--- src/design/dte_map.svh ---
// Purpose: Offsets, field positions and reset values of the transfer engine
// Assumes: Descriptors are four aligned longwords in on-chip memory
// Notes: Included by its bare name; definitions only
`ifndef DTE_MAP_SVH
`define DTE_MAP_SVH

// Descriptor word indices, each a longword after the descriptor address
`define DSC_CTRL 2'h0
`define DSC_SRC 2'h1
`define DSC_DST 2'h2
`define DSC_CNT 2'h3
`define DSC_LAST 2'h3
// Byte distance between two chained descriptors
`define DSC_STRIDE 32'h0000_0010

// Control word fields
`define CF_MODE_HI 31
`define CF_MODE_LO 30
`define CF_UNIT_HI 29
`define CF_UNIT_LO 28
`define CF_SRC_INC 27
`define CF_DST_INC 26
`define CF_RPT_DST 25
`define CF_IRQ_EACH 24
`define CF_IRQ_DONE 23
`define CF_CHAIN 22
`define CF_CHAIN_ZERO 21
`define CF_FULL_ADDR 20
`define CF_FWD_ACT 19
`define CF_RELOAD_HI 15
`define CF_RELOAD_LO 8

// Vector base register fields and reset value
`define VBR_LOW_W 10
`define VBR_HIGH_W 22
`define VBR_LOW_RESET 10'h000
`define VBR_HIGH_RESET 22'h00_0000

// Highest address bit kept in short-address mode before sign extension
`define SHORT_SIGN_BIT 23

`endif

--- src/design/dte_pkg.sv ---
// Purpose: Types shared by the transfer engine files
// Assumes: Nothing beyond the map header
// Notes: Mode and unit codes follow the control word encoding
package dte_pkg;
	typedef enum logic [1:0] {
		MODE_NORMAL, MODE_REPEAT, MODE_BLOCK, MODE_RSVD
	} mode_e;
	typedef enum logic [1:0] {
		UNIT_BYTE, UNIT_WORD, UNIT_LONG, UNIT_RSVD
	} unit_e;
	typedef enum logic [2:0] {
		ST_IDLE, ST_VEC, ST_DSC, ST_XRD, ST_XWR, ST_WB, ST_NEXT
	} state_e;
endpackage

--- src/design/addr_step.sv ---
// Purpose: Next transfer address for one side of the engine
// Assumes: Unit code 0 byte, 1 word, 2 longword; 3 treated as longword
// Notes: Short mode sign-extends from the short sign bit
`timescale 1ns/1ps
`default_nettype none
`include "dte_map.svh"

module addr_step #(
	parameter int AW = 32
) (
	input wire logic [AW-1:0] cur,
	input wire logic [AW-1:0] start,
	input wire logic [1:0] unit,
	input wire logic inc,
	input wire logic reload,
	input wire logic fullAddr,
	output logic [AW-1:0] nxt
);
	logic [AW-1:0] stepV;
	logic [AW-1:0] sum;

	// Step by unit size, or fall back to the start address
	always_comb begin
		stepV = (unit == 2'h3) ? AW'(4) : (AW'(1) << unit);
		sum = reload ? start : (inc ? cur + stepV : cur);
		if (fullAddr) begin
			nxt = sum;
		end else begin
			nxt = {{(AW - `SHORT_SIGN_BIT - 1){sum[`SHORT_SIGN_BIT]}},
				sum[`SHORT_SIGN_BIT:0]};
		end
	end
endmodule

`default_nettype wire

--- src/design/xfer_buffer.sv ---
// Purpose: Two-entry buffer between the read and write halves of a transfer
// Assumes: Single clock, asynchronous active-high reset
// Notes: Output data come straight from storage flops
`timescale 1ns/1ps
`default_nettype none

module xfer_buffer #(
	parameter int W = 32
) (
	input wire logic mclk,
	input wire logic rst,
	input wire logic inValid,
	output logic inReady,
	input wire logic [W-1:0] inData,
	output logic outValid,
	input wire logic outReady,
	output logic [W-1:0] outData
);
	logic [W-1:0] slotQ [2];
	logic wrPtrQ;
	logic rdPtrQ;
	logic [1:0] fillQ;
	logic push;
	logic pop;

	assign inReady = (fillQ != 2'h2);
	assign outValid = (fillQ != 2'h0);
	assign outData = slotQ[rdPtrQ];
	assign push = inValid && inReady;
	assign pop = outValid && outReady;

	// Storage needs no reset; fill count guards every read
	always_ff @(posedge mclk) begin
		if (push) begin
			slotQ[wrPtrQ] <= inData;
		end
	end

	// Pointers and fill level
	always_ff @(posedge mclk or posedge rst) begin
		if (rst) begin
			wrPtrQ <= 1'b0;
			rdPtrQ <= 1'b0;
			fillQ <= 2'h0;
		end else begin
			if (push) begin
				wrPtrQ <= ~wrPtrQ;
			end
			if (pop) begin
				rdPtrQ <= ~rdPtrQ;
			end
			fillQ <= fillQ + {1'b0, push} - {1'b0, pop};
		end
	end
endmodule

`default_nettype wire

--- src/design/data_transfer_engine.sv ---
// Purpose: Interrupt-activated data transfer engine on the internal bus
// Assumes: Interrupt unit and memory bus run on mclk; no synchronisers
// Notes: Descriptor is four longwords; vector entry is one longword
`timescale 1ns/1ps
`default_nettype none
`include "dte_map.svh"

// How it works
// - Normal mode: one unit per activation
// - Repeat mode reloads start address after size
// - Repeat size counts up to 256 units
// - Block mode moves a whole block per activation
// - Block length 1 to 256 units
// - Activating source selects its own channel
// - Chaining runs several channels per activation
// - Chain always, or only when count zero
// - Short addresses sign-extend into 16 MB
// - Full mode uses whole 32-bit addresses
// - Activating interrupt may pass to CPU
// - Optional CPU request after each unit
// - Optional CPU request when count expires
// - Read skip reuses held descriptor
// - Fixed addresses are not written back
// - Module stop halts new activations
// - Vector base has 10-bit and 22-bit fields
// - Transfers use engine's own synchronous bus
module data_transfer_engine #(
	parameter int SRC_W = 7,
	parameter int CNT_W = 16
) (
	input wire logic mclk,
	input wire logic rst,
	input wire logic actReq,
	input wire logic [SRC_W-1:0] actSource,
	output logic actAck,
	input wire logic moduleStop,
	input wire logic readSkipEn,
	input wire logic vbrWe,
	input wire logic [31:0] vbrWdata,
	output logic [31:0] vbrRdata,
	output logic memReq,
	output logic memWe,
	output logic [1:0] memSize,
	output logic [31:0] memAddr,
	output logic [31:0] memWdata,
	input wire logic memGnt,
	input wire logic memRvalid,
	input wire logic [31:0] memRdata,
	output logic cpuIrq,
	output logic [SRC_W-1:0] cpuIrqSrc,
	output logic busy,
	output logic stopped
);
	dte_pkg::state_e stateQ;
	logic [1:0] idxQ;
	logic [`VBR_LOW_W-1:0] vbrLowQ;
	logic [`VBR_HIGH_W-1:0] vbrHighQ;
	logic [SRC_W-1:0] curSrcQ;
	logic [SRC_W-1:0] lastSrcQ;
	logic heldOkQ;
	logic chainedQ;
	logic expiredQ;
	logic [31:0] descAddrQ;
	logic [31:0] ctrlQ;
	logic [31:0] srcAddrQ;
	logic [31:0] dstAddrQ;
	logic [31:0] srcStartQ;
	logic [31:0] dstStartQ;
	logic [CNT_W-1:0] cntQ;
	logic [7:0] blkLeftQ;
	logic memReqQ;
	logic memWeQ;
	logic waitRdQ;
	logic [31:0] memAddrQ;
	logic [31:0] memWdataQ;
	logic [1:0] memSizeQ;
	logic irqQ;
	logic [SRC_W-1:0] irqSrcQ;
	logic stoppedQ;

	dte_pkg::mode_e mode;
	logic [1:0] unit;
	logic srcInc;
	logic dstInc;
	logic rptDst;
	logic fullAddr;
	logic [7:0] reload8;
	logic accept;
	logic skipRead;
	logic wbSkip;
	logic busState;
	logic launch;
	logic launchWe;
	logic [31:0] launchAddr;
	logic [31:0] launchData;
	logic [1:0] launchSize;
	logic rdDone;
	logic wrDone;
	logic xferDone;
	logic rptLast;
	logic blkLast;
	logic sideReload;
	logic countExpire;
	logic chainGo;
	logic loadSrc;
	logic loadDst;
	logic [31:0] srcNext;
	logic [31:0] dstNext;
	logic [7:0] rptSpan;
	logic [31:0] rptBack;
	logic [31:0] srcBase;
	logic [31:0] dstBase;
	logic bufInReady;
	logic bufOutValid;
	logic [31:0] bufOutData;

	// Control word decode
	assign mode = dte_pkg::mode_e'(ctrlQ[`CF_MODE_HI:`CF_MODE_LO]);
	assign unit = ctrlQ[`CF_UNIT_HI:`CF_UNIT_LO];
	assign srcInc = ctrlQ[`CF_SRC_INC];
	assign dstInc = ctrlQ[`CF_DST_INC];
	assign rptDst = ctrlQ[`CF_RPT_DST];
	assign fullAddr = ctrlQ[`CF_FULL_ADDR];
	assign reload8 = ctrlQ[`CF_RELOAD_HI:`CF_RELOAD_LO];

	// A stopped module leaves requests pending at the interrupt unit
	assign accept = (stateQ == dte_pkg::ST_IDLE) && actReq && !moduleStop;
	assign actAck = accept;
	// Held copy is only trusted for the same source and no chain since
	assign skipRead = readSkipEn && heldOkQ && (actSource == lastSrcQ);
	assign wbSkip = (stateQ == dte_pkg::ST_WB) &&
		(((idxQ == `DSC_SRC) && !srcInc) ||
		((idxQ == `DSC_DST) && !dstInc));

	// Bus answer detection
	assign rdDone = waitRdQ && memRvalid;
	assign wrDone = memReqQ && memWeQ && memGnt;
	assign xferDone = wrDone && (stateQ == dte_pkg::ST_XWR);

	// Counter outcomes of the unit now being written
	assign rptLast = (cntQ[7:0] == 8'h01);
	assign blkLast = (blkLeftQ == 8'h01);
	assign sideReload = ((mode == dte_pkg::MODE_REPEAT) && rptLast) ||
		((mode == dte_pkg::MODE_BLOCK) && blkLast);
	assign countExpire = (cntQ == CNT_W'(1)) &&
		((mode == dte_pkg::MODE_NORMAL) ||
		((mode == dte_pkg::MODE_BLOCK) && blkLast));
	assign chainGo = ctrlQ[`CF_CHAIN] &&
		(!ctrlQ[`CF_CHAIN_ZERO] || (cntQ == CNT_W'(0)));

	// Launch a bus cycle once the previous one is answered
	assign busState = (stateQ == dte_pkg::ST_VEC) ||
		(stateQ == dte_pkg::ST_DSC) || (stateQ == dte_pkg::ST_XRD) ||
		(stateQ == dte_pkg::ST_XWR) || (stateQ == dte_pkg::ST_WB);
	assign launch = busState && !memReqQ && !waitRdQ && !wbSkip &&
		((stateQ != dte_pkg::ST_XRD) || bufInReady) &&
		((stateQ != dte_pkg::ST_XWR) || bufOutValid);
	assign launchWe = (stateQ == dte_pkg::ST_XWR) ||
		(stateQ == dte_pkg::ST_WB);

	// Address, data and size of the cycle about to start
	always_comb begin
		launchSize = 2'h2;
		launchData = bufOutData;
		unique case (stateQ)
			dte_pkg::ST_VEC: begin
				launchAddr = {vbrHighQ, vbrLowQ} +
					32'({curSrcQ, 2'h0});
			end
			dte_pkg::ST_DSC: begin
				launchAddr = descAddrQ + 32'({idxQ, 2'h0});
			end
			dte_pkg::ST_XRD: begin
				launchAddr = srcAddrQ;
				launchSize = unit;
			end
			dte_pkg::ST_XWR: begin
				launchAddr = dstAddrQ;
				launchSize = unit;
			end
			dte_pkg::ST_WB: begin
				launchAddr = descAddrQ + 32'({idxQ, 2'h0});
				if (idxQ == `DSC_SRC) begin
					launchData = srcAddrQ;
				end else if (idxQ == `DSC_DST) begin
					launchData = dstAddrQ;
				end else begin
					launchData = 32'(cntQ);
				end
			end
			dte_pkg::ST_IDLE, dte_pkg::ST_NEXT: begin
				launchAddr = descAddrQ;
			end
			default: begin
				launchAddr = descAddrQ;
			end
		endcase
	end

	// Address arithmetic for both sides
	assign loadSrc = (stateQ == dte_pkg::ST_DSC) && (idxQ == `DSC_SRC);
	assign loadDst = (stateQ == dte_pkg::ST_DSC) && (idxQ == `DSC_DST);
	// Repeat mode re-reads the descriptor on every activation that does not skip the read, so the
	// start is found by stepping back over the area, not from the copy
	assign rptSpan = reload8 - 8'h01;
	assign rptBack = 32'(rptSpan) << ((unit == 2'h3) ? 2'h2 : unit);
	assign srcBase = (mode == dte_pkg::MODE_REPEAT) ?
		srcAddrQ - rptBack : srcStartQ;
	assign dstBase = (mode == dte_pkg::MODE_REPEAT) ?
		dstAddrQ - rptBack : dstStartQ;

	addr_step #(.AW(32)) srcStep (
		.cur(loadSrc ? memRdata : srcAddrQ),
		.start(srcBase),
		.unit(unit),
		.inc(srcInc && !loadSrc),
		.reload(sideReload && !rptDst && !loadSrc),
		.fullAddr(fullAddr),
		.nxt(srcNext)
	);

	addr_step #(.AW(32)) dstStep (
		.cur(loadDst ? memRdata : dstAddrQ),
		.start(dstBase),
		.unit(unit),
		.inc(dstInc && !loadDst),
		.reload(sideReload && rptDst && !loadDst),
		.fullAddr(fullAddr),
		.nxt(dstNext)
	);

	// Read data wait here so a slow write side never drops a unit
	xfer_buffer #(.W(32)) unitBuf (
		.mclk(mclk),
		.rst(rst),
		.inValid(rdDone && (stateQ == dte_pkg::ST_XRD)),
		.inReady(bufInReady),
		.inData(memRdata),
		.outValid(bufOutValid),
		.outReady(launch && (stateQ == dte_pkg::ST_XWR)),
		.outData(bufOutData)
	);

	// Sequencer
	always_ff @(posedge mclk or posedge rst) begin
		if (rst) begin
			stateQ <= dte_pkg::ST_IDLE;
			idxQ <= `DSC_CTRL;
		end else begin
			unique case (stateQ)
				dte_pkg::ST_IDLE: begin
					if (accept) begin
						stateQ <= skipRead ? dte_pkg::ST_XRD : dte_pkg::ST_VEC;
					end
				end
				dte_pkg::ST_VEC: begin
					if (rdDone) begin
						stateQ <= dte_pkg::ST_DSC;
						idxQ <= `DSC_CTRL;
					end
				end
				dte_pkg::ST_DSC: begin
					if (rdDone) begin
						if (idxQ == `DSC_LAST) begin
							stateQ <= dte_pkg::ST_XRD;
						end
						idxQ <= idxQ + 2'h1;
					end
				end
				dte_pkg::ST_XRD: begin
					if (rdDone) begin
						stateQ <= dte_pkg::ST_XWR;
					end
				end
				dte_pkg::ST_XWR: begin
					if (wrDone) begin
						// Block mode stays until its last unit
						if ((mode == dte_pkg::MODE_BLOCK) && !blkLast) begin
							stateQ <= dte_pkg::ST_XRD;
						end else begin
							stateQ <= dte_pkg::ST_WB;
							idxQ <= `DSC_SRC;
						end
					end
				end
				dte_pkg::ST_WB: begin
					if (wbSkip || wrDone) begin
						if (idxQ == `DSC_LAST) begin
							stateQ <= dte_pkg::ST_NEXT;
						end
						idxQ <= idxQ + 2'h1;
					end
				end
				dte_pkg::ST_NEXT: begin
					if (chainGo) begin
						stateQ <= dte_pkg::ST_DSC;
						idxQ <= `DSC_CTRL;
					end else begin
						stateQ <= dte_pkg::ST_IDLE;
					end
				end
				default: begin
					stateQ <= dte_pkg::ST_IDLE;
				end
			endcase
		end
	end

	// Descriptor working copy, updated as units move
	always_ff @(posedge mclk or posedge rst) begin
		if (rst) begin
			descAddrQ <= 32'h0000_0000;
			ctrlQ <= 32'h0000_0000;
			srcAddrQ <= 32'h0000_0000;
			dstAddrQ <= 32'h0000_0000;
			srcStartQ <= 32'h0000_0000;
			dstStartQ <= 32'h0000_0000;
			cntQ <= '0;
			blkLeftQ <= 8'h00;
		end else begin
			if ((stateQ == dte_pkg::ST_VEC) && rdDone) begin
				descAddrQ <= memRdata;
			end
			if ((stateQ == dte_pkg::ST_NEXT) && chainGo) begin
				descAddrQ <= descAddrQ + `DSC_STRIDE;
			end
			if ((stateQ == dte_pkg::ST_DSC) && rdDone) begin
				unique case (idxQ)
					`DSC_CTRL: ctrlQ <= memRdata;
					`DSC_SRC: begin
						srcAddrQ <= srcNext;
						srcStartQ <= srcNext;
					end
					`DSC_DST: begin
						dstAddrQ <= dstNext;
						dstStartQ <= dstNext;
					end
					`DSC_CNT: begin
						cntQ <= memRdata[CNT_W-1:0];
						blkLeftQ <= reload8;
					end
				endcase
			end
			if (accept && skipRead) begin
				blkLeftQ <= reload8;
			end
			if (xferDone) begin
				srcAddrQ <= srcNext;
				dstAddrQ <= dstNext;
				unique case (mode)
					dte_pkg::MODE_REPEAT: begin
						// Reload 0 stands for 256 units
						cntQ[7:0] <= rptLast ? reload8 : cntQ[7:0] - 8'h01;
					end
					dte_pkg::MODE_BLOCK: begin
						blkLeftQ <= blkLast ? reload8 : blkLeftQ - 8'h01;
						if (blkLast) begin
							cntQ <= cntQ - CNT_W'(1);
						end
					end
					default: begin
						cntQ <= cntQ - CNT_W'(1);
					end
				endcase
			end
		end
	end

	// Bus master outputs held until granted
	always_ff @(posedge mclk or posedge rst) begin
		if (rst) begin
			memReqQ <= 1'b0;
			memWeQ <= 1'b0;
			waitRdQ <= 1'b0;
			memAddrQ <= 32'h0000_0000;
			memWdataQ <= 32'h0000_0000;
			memSizeQ <= 2'h2;
		end else begin
			if (launch) begin
				memReqQ <= 1'b1;
				memWeQ <= launchWe;
				memAddrQ <= launchAddr;
				memWdataQ <= launchData;
				memSizeQ <= launchSize;
			end else if (memReqQ && memGnt) begin
				memReqQ <= 1'b0;
			end
			if (memReqQ && memGnt && !memWeQ) begin
				waitRdQ <= 1'b1;
			end else if (memRvalid) begin
				waitRdQ <= 1'b0;
			end
		end
	end

	// Activation bookkeeping for read skip and count expiry
	always_ff @(posedge mclk or posedge rst) begin
		if (rst) begin
			curSrcQ <= '0;
			lastSrcQ <= '0;
			heldOkQ <= 1'b0;
			chainedQ <= 1'b0;
			expiredQ <= 1'b0;
		end else begin
			if (accept) begin
				curSrcQ <= actSource;
				chainedQ <= 1'b0;
				expiredQ <= 1'b0;
				heldOkQ <= 1'b0;
			end
			if (xferDone && countExpire) begin
				expiredQ <= 1'b1;
			end
			if (stateQ == dte_pkg::ST_NEXT) begin
				if (chainGo) begin
					chainedQ <= 1'b1;
				end else begin
					lastSrcQ <= curSrcQ;
					// A new vector base also spoils the held copy
					heldOkQ <= !chainedQ && !vbrWe;
				end
			end else if (vbrWe) begin
				heldOkQ <= 1'b0;
			end
		end
	end

	// CPU interrupt requests, one pulse per event cycle
	always_ff @(posedge mclk or posedge rst) begin
		if (rst) begin
			irqQ <= 1'b0;
			irqSrcQ <= '0;
		end else begin
			irqQ <= (xferDone && ctrlQ[`CF_IRQ_EACH]) ||
				((stateQ == dte_pkg::ST_NEXT) && !chainGo &&
				(ctrlQ[`CF_FWD_ACT] ||
				(ctrlQ[`CF_IRQ_DONE] && expiredQ)));
			irqSrcQ <= curSrcQ;
		end
	end

	// Vector base register and stop status
	always_ff @(posedge mclk or posedge rst) begin
		if (rst) begin
			vbrLowQ <= `VBR_LOW_RESET;
			vbrHighQ <= `VBR_HIGH_RESET;
			stoppedQ <= 1'b0;
		end else begin
			if (vbrWe) begin
				vbrLowQ <= vbrWdata[`VBR_LOW_W-1:0];
				vbrHighQ <= vbrWdata[31:`VBR_LOW_W];
			end
			stoppedQ <= moduleStop && (stateQ == dte_pkg::ST_IDLE);
		end
	end

	assign vbrRdata = {vbrHighQ, vbrLowQ};
	assign memReq = memReqQ;
	assign memWe = memWeQ;
	assign memAddr = memAddrQ;
	assign memWdata = memWdataQ;
	assign memSize = memSizeQ;
	assign cpuIrq = irqQ;
	assign cpuIrqSrc = irqSrcQ;
	assign busy = (stateQ != dte_pkg::ST_IDLE);
	assign stopped = stoppedQ;
endmodule

`default_nettype wire

--- config.mk ---
export PLATFORM = sky130hd
export DESIGN_NAME = data_transfer_engine
export DESIGN_NICKNAME = d
export VERILOG_FILES = /design/src/design/dte_pkg.sv /design/src/design/addr_step.sv /design/src/design/xfer_buffer.sv /design/src/design/data_transfer_engine.sv
export VERILOG_INCLUDE_DIRS = /design/src /design/src/design
export SDC_FILE = /design/constraint.sdc
export NUM_CORES = 1
export LEC_CHECK = 0
export ABC_AREA = 1
export ABC_CLOCK_PERIOD_IN_PS = 16900
export BUFFER_PORTS_ARGS = -buffer_cell sky130_fd_sc_hd__buf_2
export CAP_MARGIN = 10
export CORE_MARGIN = 4
export CORE_UTILIZATION = 60
export CTS_CLUSTER_SIZE = 28
export DETAILED_ROUTE_END_ITERATION = 12
export PLACE_DENSITY_LB_ADDON = 0.25
export SYNTH_ARGS = -nofsm -noshare
export SYNTH_HDL_FRONTEND = slang
export SYNTH_SLANG_ARGS = --single-unit
--- constraint.sdc ---
create_clock -name mclk -period 16.9 [get_ports mclk]
set_clock_uncertainty 0.15 [all_clocks]
set_input_delay 4.225 -clock mclk [delete_from_list [all_inputs] [get_ports mclk]]
set_output_delay 4.225 -clock mclk [all_outputs]
set_load 0.005 [all_outputs]
**Word level (Yosys, flattened, before mapping)**

Memories as Yosys holds them, arrays and structs flattened.
Cells that the tools add are included.

- Word-level logic and storage cells: 249
- Register bits after elaboration: 352
- Memories kept: 1
- Output and inout port bits: 111
- RAM bits: 64
- Input bits: 79

- Muxes and demuxes: 72
- Eq/ne operators: 29
- Bitwise logic cells: 3
- Add/sub/neg operators: 14
- Reduce and logical (&&, ||, !) cells: 99
- Shift operators: 2

Memories:

| memory | words | bits a word | rd ports | clocked after Yosys merged registers in | write ports | line | source |
|---|---|---|---|---|---|---|---|
| unitBuf.slotQ | 2 | 32 | 1 | 0 | 1 | xfer_buffer.sv:19 | `logic [W-1:0] slotQ [2];` |

Operators by type and width:

| cell | count |
|---|---|
| 2-to-1 mux 32 bit | 22 |
| case mux 32 bit (4 select lines) | 1 |
| adder 32 bit | 2 |
| 2-to-1 mux 16 bit | 4 |
| subtractor 32 bit | 2 |
| 2-to-1 mux 8 bit | 7 |
| logical AND 1 bit | 46 |
| adder 32 x 4 -> 32 bit | 1 |
| adder 32 x 5 -> 32 bit, second input constant | 1 |
| adder 32 x 9 -> 32 bit | 1 |
| case mux 8 bit (2 select lines) | 2 |
| << shifter 1 x 2 -> 32 bit, first input constant | 1 |
| << shifter 8 x 2 -> 32 bit | 1 |
| 2-to-1 mux 3 bit | 9 |
| subtractor 8 x 1 -> 8 bit, second input constant | 3 |
| case mux 3 bit (7 select lines) | 1 |
| 2-to-1 mux 2 bit | 10 |
| != test 2 bit, second input constant | 9 |
| equality test 16 x 1 -> 1 bit, second input constant | 1 |
| equality test 8 x 1 -> 1 bit, second input constant | 2 |
| zero test 16 bit | 1 |
| nonzero test 2 bit | 8 |
| subtractor 16 x 1 -> 16 bit, second input constant | 1 |
| zero test 1 bit | 15 |
| other kinds (24) | 68 |

**Depth between registers and ports, before layout**

- Depth after elaboration: 13
- Gate-level depth with buffers: 29
- Mapped depth without buffers: 27

**Modules after synthesis**

Synthesis repeated with hierarchy kept, for this count alone.

- Cell total of the unflattened synthesis: 3734
- Area total of the unflattened synthesis: 27043.4 um^2

Modules (own cells, without submodules):

| module | cells an instance | area each (um^2) | seq. area each (um^2) | times used |
|---|---|---|---|---|
| data_transfer_engine | 2893 | 21396.8 | 8434.3 | 1 |
| addr_step | 320 | 1519.0 | 0.0 | 2 |
| xfer_buffer | 201 | 2608.8 | 2021.9 | 1 |

**Least setup slack after synthesis**

Ideal clock, no wire load.

- Path kind: input to output
- From: input moduleStop
- To: output actAck
- Slack: 7.935 ns
- Buffers on the path: 0
- Arrival time: 4.590 ns
- Cell stages on the path: 3
- Required time: 12.525 ns
- Cells stage by stage: inv_1 -> nand3_1 -> inv_1

- Longest elaborated chain between the ends: 2

RTL lines:

| item | line | source |
|---|---|---|
| start, declared | data_transfer_engine.sv:36 | `input wire logic moduleStop,` |
| zero test 1 bit | data_transfer_engine.sv:127 | `assign accept = (stateQ == dte_pkg::ST_IDLE) && actReq && !moduleStop;` |
| logical AND 1 bit | data_transfer_engine.sv:127 |  |
| end, declared | data_transfer_engine.sv:35 | `output logic actAck,` |

No other way between the ends.

**Final worst setup path**

Same ends and word-level chain as after synthesis.

==> results.json <==
{
  "ios": 190,
  "setup_viol": 0,
  "syn_inst": 3708,
  "p_leak_uw": 0.0139,
  "postCtsHoldBufs": 0,
  "post-cts-setup-buffer-count": 0,
  "synth.area.top_cells": "dfrtp_1 (32%), nand2_1 (16%), edfxtp_1 (7.3%)",
  "synth-async-reset-ratio": 0.842,
  "wl_um": 98200,
  "drt_iter0_drc": 4023,
  "gp_congestion": 1.06,
  "grt_pass1_vias": 24400,
  "place_hpwl_um": 72700,
  "fin_cells": 4459,
  "hold_viol": 0,
  "ctsRootBufferMaster": "clkbuf_16",
  "die_area_um2": 47400,
  "endpoint_kind": "output pin",
  "synth_area_per_cell_um2": 7.12,
  "postCtsResizedCells": 0,
  "cp.arrival_ns": 5.27,
  "cp-start-kind": "primary input",
  "fill_cells": 3796,
  "p_per_area_nw_per_um2": 185,
  "seq_area_um2": 10500,
  "grt_pass1_wl_um": 147000,
  "ys_ff_latch": 405,
  "synth_edf_count": 64,
  "grt_max_degree": 94,
  "nNetsFinal": 3970,
  "netlist.area_leader.share": 0.322,
  "p_total_uw": 5420,
  "area_growth_pct": 11.0,
  "cts.clk_slew.worst_paths_ns": 0.06,
  "max-cap-violations": 0,
  "dp_cells": 4376,
  "cts_buffers": 44,
  "crit_required_ns": 12.53,
  "grt-ovfl-total": 0,
  "holdWs_ns": 0.319,
  "portBuffers": 189,
  "status": "finished, final reports clean",
  "synth-main-ff-cell": "dfrtp_1",
  "timing.setup.tns_ns": 0,
  "cts_buffer_depth": 3,
  "firstDrtPassIters": 6,
  "synthMostInstantiatedCell": "nand2_1",
  "initial_core_util": 0.610,
  "hp-class": "reg2reg",
  "clock_latency_ns": 0.62,
  "cts_tree": "built",
  "postRouteAntennaNets": 0,
  "antenna_found_initial": 3,
  "ir_worst_vdd_v": 0.000136,
  "ctsHtreeMaxLevel": 2,
  "clock-sinks": 405,
  "yosysWarnings": 0,
  "drc": 0,
  "worst_slew_pin_slew_ns": 1.16,
  "path_class": "in2out",
  "yosysTopAreaCell": "dfrtp_1",
  "yosysUniqueCellTypes": 69,
  "multi_input_area_um2": 13900,
  "yosys-top-cells-count": "nand2_1 (1,139), inv_1 (359), o21ai_0 (350), dfrtp_1 (340), nor2_1 (334)",
  "grt_usage": 0.406,
  "rsz0062_at_grt": "false",
  "rows": 76,
  "die_h_um": 218,
  "viasPerCell": 6.10,
  "fp.dieW_um": 218,
  "slew_headroom": 0.223,
  "coreArea_um2": 43300,
  "vias": 27200,
  "cp_max_fo": 15,
  "layout-drive-gt1-share": 0.119,
  "avgRoutedWirePerCell_um": 22.0,
  "drv_slew": 0,
  "ys_seq_area_frac": 0.396,
  "min_period_over_period": 0.571,
  "post-route-min-period_ns": 9.64,
  "fmax_mhz": 104,
  "syn_area_um2": 26400
}
## critical path: stages
cell,delay (ns)
buf_2,0.10
inv_1,0.06
nand3_1,0.38
inv_1,0.33
buf_2,0.16
## power breakdown
group          internal, uW  switching, uW
clock network           589            432
logic                   863           1900
registers              1300            338
## worst paths after layout
path	endpoint	cells after the start	startpoint	slack, ns
worst min-delay path	cpuIrqSrc[0]$_DFF_PP0_	0	curSrcQ[0]$_DFFE_PP0P_	0.32
worst max register to register	srcAddrQ[25]$_DFFE_PP0P_	24	idxQ[1]$_DFFE_PP0P_	11.63
min in group asynchronous	vbrLowQ[2]$_DFFE_PP0P_	2	rst	3.57
max in group asynchronous	dstAddrQ[30]$_DFFE_PP0P_	5	rst	10.04
worst max-delay path	actAck	5	moduleStop	7.26
worst min register to register	cpuIrqSrc[0]$_DFF_PP0_	0	curSrcQ[0]$_DFFE_PP0P_	0.32
## cell usage in the layout (no fill, tap or decap), drive strengths merged, types with 10 or more instances in the layout
master / count
xnor2: 11
mux2i: 17
nor3: 66
a31oi: 10
a21oi: 109
ha: 48
nand2: 1171
o211ai: 29
nor4: 28
nand3: 206
edfxtp: 64
or2: 21
buf: 220
inv: 388
o2111ai: 11
o31ai: 10
mux2: 23
o22ai: 50
clkinv: 20
nor2: 355
dfrtp: 340
xor2: 53
nand3b: 11
clkbuf: 62
a22oi: 11
a211oi: 23
nand4: 48
o21ai: 406
## final cells by class
type	instances	share of cell area
diodes	3	0.000256
well taps	585	0.0250
flip-flops and latches	405	0.357
clock inverters	18	0.00799
clock buffers	62	0.0444
repair buffers	220	0.0402
multi-input cells	2772	0.475
inverters	394	0.0508
## sequential cells by signal, summed over array words and instances (netlist names), 3 cells and up
name           cells
cntQ              16
cpuIrqSrc          7
vbrHighQ          22
blkLeftQ           8
vbrLowQ           10
srcStartQ         32
memWdata          32
ctrlQ             21
srcAddrQ          32
descAddrQ         32
dstStartQ         32
lastSrcQ           7
dstAddrQ          32
stateQ             3
curSrcQ            7
memAddr           32
unitBuf.slotQ     64
## logic make-up after synthesis
group	share of synthesized area
compound gates	0.152
flops	0.396
fa+ha+maj	0.0273
mux	0.0163
simple gates	0.308
other cells	0.000142
buf+inv	0.0790
xor+xnor	0.0212
## through the flow
step,util,area (um^2),worst slack [ns]
6_report,0.677,29300,7.26
5_1_grt,0.677,29300,7.13
4_1_cts,0.677,29300,7.30
3_5_place_dp,0.642,27800,7.29
3_3_place_gp,0.642,27800,7.34
2_1_floorplan,-,26400,3.08
## metal layers
layer / up-vias / GRT usage / wire length (um) / share of wire
met4: 0 / 0.200 / 6040 / 0.061
li1: 12500 / - / - / -
met3: 265 / 0.0978 / 12900 / 0.13
met5: - / 0 / 0 / 0
met2: 1705 / 0.575 / 39900 / 0.41
met1: 12700 / 0.584 / 39300 / 0.40
Note: power is estimated with default switching activity, not from simulation.
